$ cat src/adtc_pkg.sv
// package: register map, field layout and types of the converter control block
package adtc_pkg;

    localparam logic [7:0] ADDR_REF_CTRL   = 8'h02;
    localparam logic [7:0] ADDR_EVT_CTRL   = 8'h03;
    localparam logic [7:0] ADDR_CLK_DIV    = 8'h04;
    localparam logic [7:0] ADDR_FLAGS      = 8'h06;
    localparam logic [7:0] ADDR_HI_LATCH   = 8'h07;
    localparam logic [7:0] ADDR_SAMP_CTRL  = 8'h08;
    localparam logic [7:0] ADDR_CAL_LOW    = 8'h0c;
    localparam logic [7:0] ADDR_CAL_HIGH   = 8'h0d;
    localparam logic [7:0] ADDR_RES_LOW    = 8'h10;
    localparam logic [7:0] ADDR_RES_HIGH   = 8'h11;
    localparam logic [7:0] ADDR_CTRL_LOCAL = 8'h01;

    localparam logic [2:0] CLK_DIV_RESET   = 3'h2;
    localparam logic [2:0] ACT_NONE        = 3'h0;
    localparam logic [2:0] ACT_LOWEST      = 3'h1;
    localparam logic [2:0] ACT_FLUSH       = 3'h6;

    localparam logic [1:0] RES_12_RIGHT    = 2'h0;
    localparam logic [1:0] RES_OVERSAMPLE  = 2'h1;
    localparam logic [1:0] RES_8_RIGHT     = 2'h2;
    localparam logic [1:0] RES_12_LEFT     = 2'h3;

    localparam int CNT_W = 9;
    localparam int DIV_LOG_BASE = 2;
    localparam int FLAG_BIT = 0;
    localparam int TEMP_BIT = 0;
    localparam int CONV_HALF_CYCLES = 24;

    typedef struct packed {
        logic [1:0] pad;
        logic [2:0] line_select;
        logic [2:0] action;
    } adtc_evt_t;

    typedef struct packed {
        logic       wr;
        logic       rd;
        logic [7:0] addr;
        logic [7:0] wdata;
    } adtc_bus_t;

    typedef enum logic [1:0] {
        ADTC_IDLE,
        ADTC_SAMPLE,
        ADTC_CONVERT
    } adtc_state_t;

endpackage

$ cat src/adtc_top.sv
// top: converter control registers, event trigger, clock prescaler and sequencer
//
// Behaviour
// - bit 0 of reference control enables temperature sensor
// - line select picks one of eight event channels
// - action 001 triggers conversion; 000 disables events
// - action 110 flushes and restarts on event
// - adc clock divides by 4 through 512
// - done flag sets on completion; in compare mode only on completion with compare hit
// - done flag clears when interrupt vector executes
// - writing one clears done flag
// - unused flag, sample, calibration bits read zero
// - low byte read latches high byte
// - high byte latch is plain read/write register
// - sample length is value plus one halves
// - calibration split low eight, high four bits
// - result low byte layout follows adjust mode
// - flush aborts conversion, restarts divider next edge
// - 12-bit right adjusted high byte holds bits 11:8
module adtc_top
    import adtc_pkg::*;
#(
    parameter int RESULT_W = 12
)
(
    input  wire logic        CLK,
    input  wire logic        RST,
    input  wire logic [7:0]  ADDR,
    input  wire logic [7:0]  WDATA,
    input  wire logic        WR,
    input  wire logic        RD,
    output logic      [7:0]  RDATA,
    input  wire logic [7:0]  EVENT_IN,
    input  wire logic        VECTOR_ACK,
    input  wire logic        COMPARE_MODE,
    input  wire logic        COMPARE_HIT,
    input  wire logic [11:0] CONV_VALUE,
    output logic             TEMP_SENSOR_ON,
    output logic             ADC_TICK,
    output logic             SAMPLING,
    output logic             CONV_DONE,
    output logic      [11:0] CALIBRATION
);

    if (RESULT_W != 12)
    begin : g_bad
        $error("result width must be 12");
    end

    // ----------------------------------------
    // registers
    // ----------------------------------------
    adtc_bus_t   bus;
    adtc_evt_t   evt_ctrl;
    logic [2:0]  clk_div;
    logic        done_flag;
    logic [7:0]  hi_latch;
    logic [5:0]  sample_half_cycles;
    logic [7:0]  cal_low;
    logic [3:0]  cal_high;
    logic        temp_sensor_enable;
    logic [1:0]  resolution;
    logic [11:0] conversion_result;
    logic [CNT_W-1:0] div_cnt;
    logic        half_tick;
    logic [6:0]  phase_cnt;
    adtc_state_t state;
    logic        trigger;
    logic        flush;
    logic        pending;
    logic [7:0]  ev_s1;
    logic [7:0]  ev_s2;
    logic [7:0]  ev_s3;
    logic        ev_prev;
    logic        ev_rise;
    logic [7:0]  res_low_view;
    logic [7:0]  res_high_view;

    assign bus = '{wr: WR, rd: RD, addr: ADDR, wdata: WDATA};

    function automatic logic hit(input adtc_bus_t b, input logic [7:0] a);
        hit = b.addr == a;
    endfunction

    // ----------------------------------------
    // software writes
    // ----------------------------------------
    always_ff @(posedge CLK)
    begin
        if (RST)
        begin
            evt_ctrl           <= '0;
            clk_div            <= CLK_DIV_RESET;
            sample_half_cycles <= '0;
            cal_low            <= '0;
            cal_high           <= '0;
            temp_sensor_enable <= 1'b0;
            resolution         <= RES_12_RIGHT;
        end
        else if (bus.wr)
        begin
            if (hit(bus, ADDR_REF_CTRL))
                temp_sensor_enable <= bus.wdata[TEMP_BIT];
            if (hit(bus, ADDR_EVT_CTRL))
                evt_ctrl <= {2'b00, bus.wdata[5:0]};
            if (hit(bus, ADDR_CLK_DIV))
                clk_div <= bus.wdata[2:0];
            if (hit(bus, ADDR_SAMP_CTRL))
                sample_half_cycles <= bus.wdata[5:0];
            if (hit(bus, ADDR_CAL_LOW))
                cal_low <= bus.wdata;
            if (hit(bus, ADDR_CAL_HIGH))
                cal_high <= bus.wdata[3:0];
            if (hit(bus, ADDR_CTRL_LOCAL))
                resolution <= bus.wdata[2:1];
        end
    end

    assign TEMP_SENSOR_ON = temp_sensor_enable;
    assign CALIBRATION    = {cal_high, cal_low};

    // ----------------------------------------
    // event inputs
    // ----------------------------------------
    always_ff @(posedge CLK)
    begin
        if (RST)
        begin
            ev_s1   <= '0;
            ev_s2   <= '0;
            ev_s3   <= '0;
            ev_prev <= 1'b0;
        end
        else
        begin
            ev_s1   <= EVENT_IN;
            ev_s2   <= ev_s1;
            ev_s3   <= ev_s2;
            if (ev_s2[evt_ctrl.line_select] == ev_s3[evt_ctrl.line_select])
                ev_prev <= ev_s3[evt_ctrl.line_select];
        end
    end

    assign ev_rise = !ev_prev && ev_s2[evt_ctrl.line_select]
                     && ev_s3[evt_ctrl.line_select];
    assign trigger = ev_rise && (evt_ctrl.action == ACT_LOWEST
                     || evt_ctrl.action == ACT_FLUSH);
    assign flush   = ev_rise && evt_ctrl.action == ACT_FLUSH;

    // ----------------------------------------
    // prescaler
    // ----------------------------------------
    always_ff @(posedge CLK)
    begin
        if (RST || flush)
            div_cnt <= '0;
        else
            div_cnt <= div_cnt + 1'b1;
    end

    // half tick marks each half period of the adc clock
    logic [CNT_W-1:0] half_mask;
    assign half_mask = CNT_W'((1 << (clk_div + DIV_LOG_BASE - 1)) - 1);
    assign half_tick = (div_cnt & half_mask) == half_mask;
    assign ADC_TICK  = half_tick
                       && div_cnt[clk_div + DIV_LOG_BASE - 1];

    // ----------------------------------------
    // sequencer
    // ----------------------------------------
    always_ff @(posedge CLK)
    begin
        if (RST)
        begin
            state     <= ADTC_IDLE;
            phase_cnt <= '0;
            pending   <= 1'b0;
        end
        else if (flush)
        begin
            state     <= ADTC_SAMPLE;
            phase_cnt <= '0;
            pending   <= 1'b0;
        end
        else
        begin
            case (state)
                ADTC_IDLE:
                begin
                    if (trigger || pending)
                    begin
                        state     <= ADTC_SAMPLE;
                        phase_cnt <= '0;
                        pending   <= 1'b0;
                    end
                end
                ADTC_SAMPLE:
                begin
                    if (trigger)
                        pending <= 1'b1;
                    if (half_tick)
                    begin
                        if (phase_cnt == {1'b0, sample_half_cycles})
                        begin
                            state     <= ADTC_CONVERT;
                            phase_cnt <= '0;
                        end
                        else
                            phase_cnt <= phase_cnt + 1'b1;
                    end
                end
                ADTC_CONVERT:
                begin
                    if (trigger)
                        pending <= 1'b1;
                    if (half_tick)
                    begin
                        if (phase_cnt == 7'(CONV_HALF_CYCLES - 1))
                            state <= ADTC_IDLE;
                        else
                            phase_cnt <= phase_cnt + 1'b1;
                    end
                end
                default:
                    state <= ADTC_IDLE;
            endcase
        end
    end

    assign SAMPLING  = state == ADTC_SAMPLE;
    assign CONV_DONE = state == ADTC_CONVERT && half_tick && !flush
                       && phase_cnt == 7'(CONV_HALF_CYCLES - 1);

    always_ff @(posedge CLK)
    begin
        if (RST)
            conversion_result <= '0;
        else if (CONV_DONE)
            conversion_result <= CONV_VALUE;
    end

    // ----------------------------------------
    // done flag
    // ----------------------------------------
    logic flag_set;
    assign flag_set = COMPARE_MODE ? (CONV_DONE && COMPARE_HIT) : CONV_DONE;

    always_ff @(posedge CLK)
    begin
        if (RST)
            done_flag <= 1'b0;
        else if (flag_set)
            done_flag <= 1'b1;
        else if (VECTOR_ACK)
            done_flag <= 1'b0;
        else if (bus.wr && hit(bus, ADDR_FLAGS) && bus.wdata[FLAG_BIT])
            done_flag <= 1'b0;
    end

    // ----------------------------------------
    // result views
    // ----------------------------------------
    always_comb
    begin
        case (resolution)
            RES_12_LEFT:
            begin
                res_low_view  = {conversion_result[3:0], 4'h0};
                res_high_view = conversion_result[11:4];
            end
            RES_8_RIGHT:
            begin
                res_low_view  = conversion_result[7:0];
                res_high_view = 8'h00;
            end
            default:
            begin
                res_low_view  = conversion_result[7:0];
                res_high_view = {4'h0, conversion_result[11:8]};
            end
        endcase
    end

    // ----------------------------------------
    // high byte latch
    // ----------------------------------------
    always_ff @(posedge CLK)
    begin
        if (RST)
            hi_latch <= '0;
        else if (bus.rd && hit(bus, ADDR_RES_LOW))
            hi_latch <= res_high_view;
        else if (bus.rd && hit(bus, ADDR_CAL_LOW))
            hi_latch <= {4'h0, cal_high};
        else if (bus.wr && hit(bus, ADDR_HI_LATCH))
            hi_latch <= bus.wdata;
    end

    // ----------------------------------------
    // read data
    // ----------------------------------------
    always_ff @(posedge CLK)
    begin
        if (RST)
            RDATA <= '0;
        else if (bus.rd)
        begin
            case (bus.addr)
                ADDR_CTRL_LOCAL: RDATA <= {5'h00, resolution, 1'b0};
                ADDR_REF_CTRL:   RDATA <= {7'h00, temp_sensor_enable};
                ADDR_EVT_CTRL:   RDATA <= evt_ctrl;
                ADDR_CLK_DIV:    RDATA <= {5'h00, clk_div};
                ADDR_FLAGS:      RDATA <= {7'h00, done_flag};
                ADDR_HI_LATCH:   RDATA <= hi_latch;
                ADDR_SAMP_CTRL:  RDATA <= {2'b00, sample_half_cycles};
                ADDR_CAL_LOW:    RDATA <= cal_low;
                ADDR_CAL_HIGH:   RDATA <= {4'h0, cal_high};
                ADDR_RES_LOW:    RDATA <= res_low_view;
                ADDR_RES_HIGH:   RDATA <= hi_latch;
                default:         RDATA <= 8'h00;
            endcase
        end
        else
            RDATA <= '0;
    end

endmodule

$ cat config.mk
export PLATFORM = sky130hd
export DESIGN_NAME = adtc_top
export DESIGN_NICKNAME = d
export VERILOG_FILES = /design/src/adtc_pkg.sv /design/src/adtc_top.sv
export SDC_FILE = /design/constraint.sdc
export NUM_CORES = 1
export LEC_CHECK = 0
export BUFFER_PORTS_ARGS = -buffer_cell sky130_fd_sc_hd__buf_4
export CORE_MARGIN = 5
export CORE_UTILIZATION = 52
export DETAILED_ROUTE_END_ITERATION = 10
export MAX_ROUTING_LAYER = met4
export PLACE_DENSITY_LB_ADDON = 0.05
export SYNTH_ARGS = -nofsm -noshare
export SYNTH_HDL_FRONTEND = slang
export SYNTH_SLANG_ARGS = --single-unit
$ cat constraint.sdc
create_clock -name CLK -period 3.64 [get_ports CLK]
set_clock_uncertainty 0.1 [all_clocks]
set_input_delay 0.364 -clock CLK [delete_from_list [all_inputs] [get_ports CLK]]
set_output_delay 0.364 -clock CLK [all_outputs]
set_load 0.01 [all_outputs]
==> flow_summary.json, run 1 <==
{
  "vias_per_cell": 5.754,
  "syn_to_final_growth_pct": 15.92,
  "critical_path.startpoint": "clk_div[1]$_SDFFE_PP1P_",
  "final_common_cell": "dfxtp_1",
  "cp_cell_sequence": "buf_4 -> inv_1 -> ha_1 -> o31ai_2 -> o21ai_1 -> mux2_4 -> or3_4 -> nor4_2 -> buf_4",
  "cp-end-kind": "output pin",
  "synth_edf_count": 0,
  "crit_buf_inv": 3,
  "clockRootBuffer": "clkbuf_8",
  "antenna_found_initial": 0,
  "syn_inst": 598,
  "drive_above_1_share_pct": 19.05,
  "p_leak_nw": 2.202,
  "path_class": "flop to output pin",
  "cp_common_cell": "buf_4",
  "placed_cell_area_mm2": 0.005737,
  "crit_end": "CONV_DONE",
  "finalWorstPathRequiredPeriod_ns": 3.469,
  "ys.flop_type": "dfxtp_1",
  "finalHoldViolations": 0,
  "holdBufCountCts": 0,
  "dpl.hpwl_mm": 9.560,
  "reg2reg_to": "phase_cnt[4]$_SDFFE_PP0P_",
  "required_ns": 3.18,
  "gp_congestion": 0.8975,
  "synth_area_mm2": 0.005172,
  "grt_pass1_vias": 4276,
  "reg2reg_slack_ns": 0.38,
  "ys_seq_area_share_pct": 39.86,
  "io_pins": 67,
  "cp_num_cells": 9,
  "cts_max_level": 3,
  "port_buffers": 66,
  "power.density_mw_per_mm2": 340.4,
  "r2r_cells": 15,
  "drt-total-wl_mm": 13.11,
  "core_area_mm2": 0.009729,
  "r2r-start": "clk_div[1]$_SDFFE_PP1P_",
  "grt_max_degree": 79,
  "async_flop_share_pct": 0,
  "drv_cap": 0,
  "peakVddDrop_uv": 260.1,
  "tightest_slew_ns": 0.7636,
  "ys_seq_elements": 103,
  "insertedDiodeCount": 0,
  "relSlewSlack_pct": 48.56,
  "grt_pass1_wl_mm": 21.71,
  "cp_max_fo": 9,
  "firstDrtPassIters": 5,
  "status": "finished, final reports clean",
  "syn_area_per_cell_um2": 8.650,
  "cp.arrival_ns": 3.01,
  "fin_crit_sh_pct": 95.31,
  "final_area_mm2": 0.005996,
  "syn_nets": 653,
  "cts_buffers": 9,
  "slew_viol_final": 0,
  "die_area_mm2": 0.01204,
  "drtIter0Drc": 429,
  "fp-row-count": 36,
  "die_x_um": 109.7,
  "whs_ns": 0.09237,
  "setup_violations": 0,
  "finalPower_mw": 2.041,
  "cts_tree": "built",
  "slowest_delay_ns": 0.42,
  "post_drt_wl_per_cell_um": 16.62,
  "clk_path_buf_depth": 2,
  "synth.distinct_cells": 71,
  "drc": 0,
  "postRouteAntennaNets": 0,
  "clkTransAtPathRegs_ns": 0.11,
  "cp_top_family": "simple AND/OR/NAND/NOR gates",
  "track_usage_pct": 23.65,
  "clk_latency_ns": 0.37,
  "final_cell_mix": "dfxtp_1, buf_4, nand2_1",
  "max_freq_ghz": 0.2882,
  "min_path_type": "input pin to flop",
  "gr-total-overflow": 0,
  "num-nets-final": 706,
  "initial_core_util_pct": 53.16,
  "routed-via-count": 4540,
  "critPathLaunchType": "flop",
  "yosysWarningCount": 0,
  "crit_slowest_cell": "or3_4",
  "clock_sinks": 103,
  "die_h_um": 109.7
}
[area by class of cell]
type	instances	area, µm²
Clock buffer	9	123.9
Clock inverter	7	62.56
Fill cell	897	3734
Inverter	15	56.30
Multi-Input combinational cell	444	2922
Sequential cell	103	2067
Tap cell	133	166.4
Timing Repair Buffer	78	598.1
[logic make-up after synthesis]
group           share of synthesized area, %
compound gates                         17.73
xor+xnor                               2.685
fa+ha+maj                              3.290
buf+inv                                4.668
flops                                  39.86
mux                                    7.789
simple gates                           23.97
[registers in the layout (all words and copies together) (netlist names)]
register / flops
resolution: 2
cal_high: 4
evt_ctrl: 6
done_flag: 1
sample_half_cycles: 6
ev_prev: 1
pending: 1
hi_latch: 8
clk_div: 3
ev_s1: 8
state: 2
cal_low: 8
ev_s3: 8
ev_s2: 8
conversion_result: 12
phase_cnt: 7
div_cnt: 9
TEMP_SENSOR_ON: 1
RDATA: 8
[cells in the mapped netlist (6+ instances only)]
cell	n	share of area [%]
a211oi_1	8	1.2
a21oi_1	46	4.5
a22oi_1	12	1.7
a31oi_1	8	0.97
a32o_1	6	1.2
clkbuf_1	23	1.7
dfxtp_1	103	40
ha_1	12	2.9
inv_1	15	1.1
mux2i_1	23	4.5
mux4_2	6	2.6
nand2_1	72	5.2
nand3_1	41	4.0
nor2_1	49	3.6
nor2b_1	32	3.9
nor3_1	8	0.77
nor4_1	9	1.1
o21ai_0	15	1.5
xor2_1	12	2.0
[power by group]
part,switching (mW),internal (mW),total [mW]
Combinational,0.115,0.0883,0.203
Sequential,0.0123,1.14,1.16
Clock,0.421,0.262,0.683
[stage by stage]
step                      TNS [ns]  utilization [%]  std cells  setup WS (ns)
after floorplan                  0                -        598         0.1595
after global placement           0            58.96        771         0.2412
after detailed placement         0            58.96        771         0.1314
after CTS                        0            61.16        788        0.04467
after global routing      -0.01505            61.63        789       -0.01505
final                            0            61.63        789         0.1707
[how the worst min path moves through the flow]
stage	depth (start not counted)	endpoint	slack (ns)	startpoint
after CTS	2	ev_s1[7]$_SDFF_PP0_	0.08	EVENT_IN[7]
after floorplan	1	ev_s2[0]$_SDFF_PP0_	0.31	ev_s1[0]$_SDFF_PP0_
after global routing	2	ev_s1[7]$_SDFF_PP0_	0.07	EVENT_IN[7]
final	2	ev_s1[7]$_SDFF_PP0_	0.09	EVENT_IN[7]
after global placement	1	ev_s2[0]$_SDFF_PP0_	0.32	ev_s1[0]$_SDFF_PP0_
after detailed placement	1	ev_s2[4]$_SDFF_PP0_	0.32	ev_s1[4]$_SDFF_PP0_
[per-layer routing]
layer / global-route usage (%) / part of all wire, % / vias up
li1: - / - / 2249
met1: 31.09 / 46 / 2155
met2: 38.67 / 49 / 120
met3: 3.641 / 4.2 / 16
met4: 5.343 / 1.2 / 0
met5: - / 0 / -
[repair_timing]
| item | CTS | global route |
|---|---|---|
| pin swaps | 1 | 2 |
| resized for setup | 5 | 7 |
| buffers inserted | 1 | 1 |
| endpoints found under the setup margin | 1 | 1 |
Power figures use the tool's default switching activity.
==> run 2: changes to the inputs <==
--- a/config.mk
+++ b/config.mk
@@ -7,7 +7,7 @@
 export LEC_CHECK = 0
 export BUFFER_PORTS_ARGS = -buffer_cell sky130_fd_sc_hd__buf_4
 export CORE_MARGIN = 5
-export CORE_UTILIZATION = 52
+export CORE_UTILIZATION = 35
 export DETAILED_ROUTE_END_ITERATION = 10
 export MAX_ROUTING_LAYER = met4
 export PLACE_DENSITY_LB_ADDON = 0.05
==> flow_summary.json, run 2 (synthesis gave the netlist of run 1 again) <==
{
  "n_fill_cell": 1469,
  "cts_buffers": 9,
  "drv_cap": 0,
  "syn_to_final_growth_pct": 20.44,
  "slew_viol_final": 0,
  "clk_latency_ns": 0.36,
  "tightest_slew_ns": 0.8202,
  "clock_sinks": 103,
  "port_buffers": 66,
  "vias_per_cell": 5.425,
  "whs_ns": 0.1140,
  "routed-via-count": 4584,
  "clkTransAtPathRegs_ns": 0.07,
  "die_h_um": 131.6,
  "path_class": "flop to output pin",
  "tns_ns": 0,
  "postRouteAntennaNets": 0,
  "relSlewSlack_pct": 44.86,
  "largest_register_ff_count": 12,
  "cp_cell_sequence": "ha_1 -> buf_6 -> a21o_1 -> nand2_1 -> ha_4 -> o22ai_1 -> a2111oi_2 -> nand3_1 -> or3_4 -> nor4_4 -> buf_4",
  "die_x_um": 131.6,
  "core_area_mm2": 0.01453,
  "setup_violations": 0,
  "final_common_cell": "dfxtp_1",
  "p_leak_nw": 2.293,
  "dpl.hpwl_mm": 10.43,
  "peakVddDrop_uv": 234.6,
  "drtIter0Drc": 495,
  "max_freq_ghz": 0.2866,
  "cp-end-kind": "output pin",
  "drive_above_1_share_pct": 19.36,
  "die_area_mm2": 0.01731,
  "power.density_mw_per_mm2": 387.2,
  "gp_congestion": 0.8934,
  "final_cell_mix": "dfxtp_1, buf_4, nand2_1",
  "regMostFlops": "conversion_result",
  "slowest_delay_ns": 0.44,
  "fin_ws_ns": 0.1514,
  "insertedDiodeCount": 0,
  "fin_crit_sh_pct": 95.84,
  "clockRootBuffer": "clkbuf_16",
  "hold_end": "ev_s1[2]$_SDFF_PP0_",
  "grt_pass1_wl_mm": 23.51,
  "finalPower_mw": 2.412,
  "holdBufCountCts": 0,
  "cts_max_level": 3,
  "required_ns": 3.18,
  "grt_max_degree": 64,
  "gr-total-overflow": 0,
  "fp-row-count": 44,
  "r2r-start": "clk_div[1]$_SDFFE_PP1P_",
  "cp.arrival_ns": 3.02,
  "critPathLaunchType": "flop",
  "reg2reg_to": "conversion_result[11]$_SDFFE_PP0P_",
  "post-route-util_pct": 42.86,
  "whs_path_depth": 2,
  "post_drt_wl_per_cell_um": 17.19,
  "io_pins": 67,
  "reg2reg_slack_ns": 0.21,
  "crit_slowest_cell": "or3_4",
  "antenna_found_initial": 0,
  "r2r_cells": 14,
  "cp_max_fo": 10,
  "finalHoldViolations": 0,
  "min_path_type": "input pin to flop",
  "drc": 0,
  "num-nets-final": 711,
  "reg.largest.list": "conversion_result (12), div_cnt (9)",
  "finalWorstPathRequiredPeriod_ns": 3.489,
  "status": "finished, final reports clean",
  "cts_tree": "built",
  "post-place-ws_ns": 0.07376,
  "hp-start": "EVENT_IN[2]",
  "clk_path_buf_depth": 2,
  "drt-total-wl_mm": 14.53,
  "grt_pass1_vias": 4337,
  "firstDrtPassIters": 5,
  "initial_core_util_pct": 35.59,
  "track_usage_pct": 16.99
}
==> run 2: changes by cell type in the layout (fill, tap and decap cells not counted), moves of 2 or more <==
cell	change
clkinv_8	+3
clkbuf_16	+9
buf_4	+4
clkinvlp_4	-3
clkbuf_8	-9
inv_8	-2
==> run 2: cell type report <==
cell class	instances	area (µm²)	share of cell area, %
flip-flops and latches	103	2064	33.14
repair buffers	83	639.4	10.26
multi-input cells	444	2913	46.76
clock buffers	9	225.2	3.615
well taps	184	230.2	3.696
clock inverters	7	101.3	1.627
inverters	15	56.30	0.9038
==> run 2: power by group <==
group | leakage, nW | total (mW) | switching [mW] | internal [mW]
registers | 0.834 | 1.16 | 0.0122 | 1.14
clock network | 0.159 | 1.05 | 0.493 | 0.555
logic | 1.30 | 0.208 | 0.119 | 0.0894
==> run 2: routing by layer <==
layer | up-vias | wire [µm] | track usage [%] | share of wire [%]
li1 | 2261 | - | - | -
met1 | 2191 | 6843 | 21.95 | 47
met2 | 111 | 6906 | 27.31 | 48
met3 | 21 | 561 | 3.517 | 3.9
met4 | 0 | 214 | 4.286 | 1.5
met5 | - | 0 | - | 0
==> run 2: metrics by stage <==
step / instances / area [µm²]
after detailed placement: 825 / 5823
final: 845 / 6230
after CTS: 842 / 6177
after global routing: 845 / 6230
after floorplan: 598 / 5172
after global placement: 825 / 5823
==> run 2: worst max path at each step <==
| stage | start | depth (start not counted) | endpoint | slack (ns) |
|---|---|---|---|---|
| 5_1_grt | clk_div[1]$_SDFFE_PP1P_ | 12 | CONV_DONE | -0.05 |
| 4_1_cts | clk_div[1]$_SDFFE_PP1P_ | 12 | CONV_DONE | 0.02 |
| 3_5_place_dp | clk_div[1]$_SDFFE_PP1P_ | 14 | conversion_result[11]$_SDFFE_PP0P_ | 0.07 |
| 2_1_floorplan | clk_div[1]$_SDFFE_PP1P_ | 15 | conversion_result[10]$_SDFFE_PP0P_ | 0.16 |
| 3_3_place_gp | clk_div[1]$_SDFFE_PP1P_ | 14 | conversion_result[10]$_SDFFE_PP0P_ | 0.17 |
| 6_report | clk_div[1]$_SDFFE_PP1P_ | 11 | CONV_DONE | 0.15 |
==> run 2: repair_timing <==
action,CTS,global route
pin swaps,1,3
setup endpoints to repair,2,12
resized for setup,4,6
buffers inserted,1,3
==> run 2: worst max-delay path, delay by kind of cell, from the launching register on <==
family | cells | cell delay, ns
AND/OR/NAND/NOR | 4 | 0.93
buffers and inverters | 2 | 0.31
AO/OA/AOI/OAI | 3 | 0.59
flip-flops | 1 | 0.38
adder cells (fa/ha/maj) | 2 | 0.47
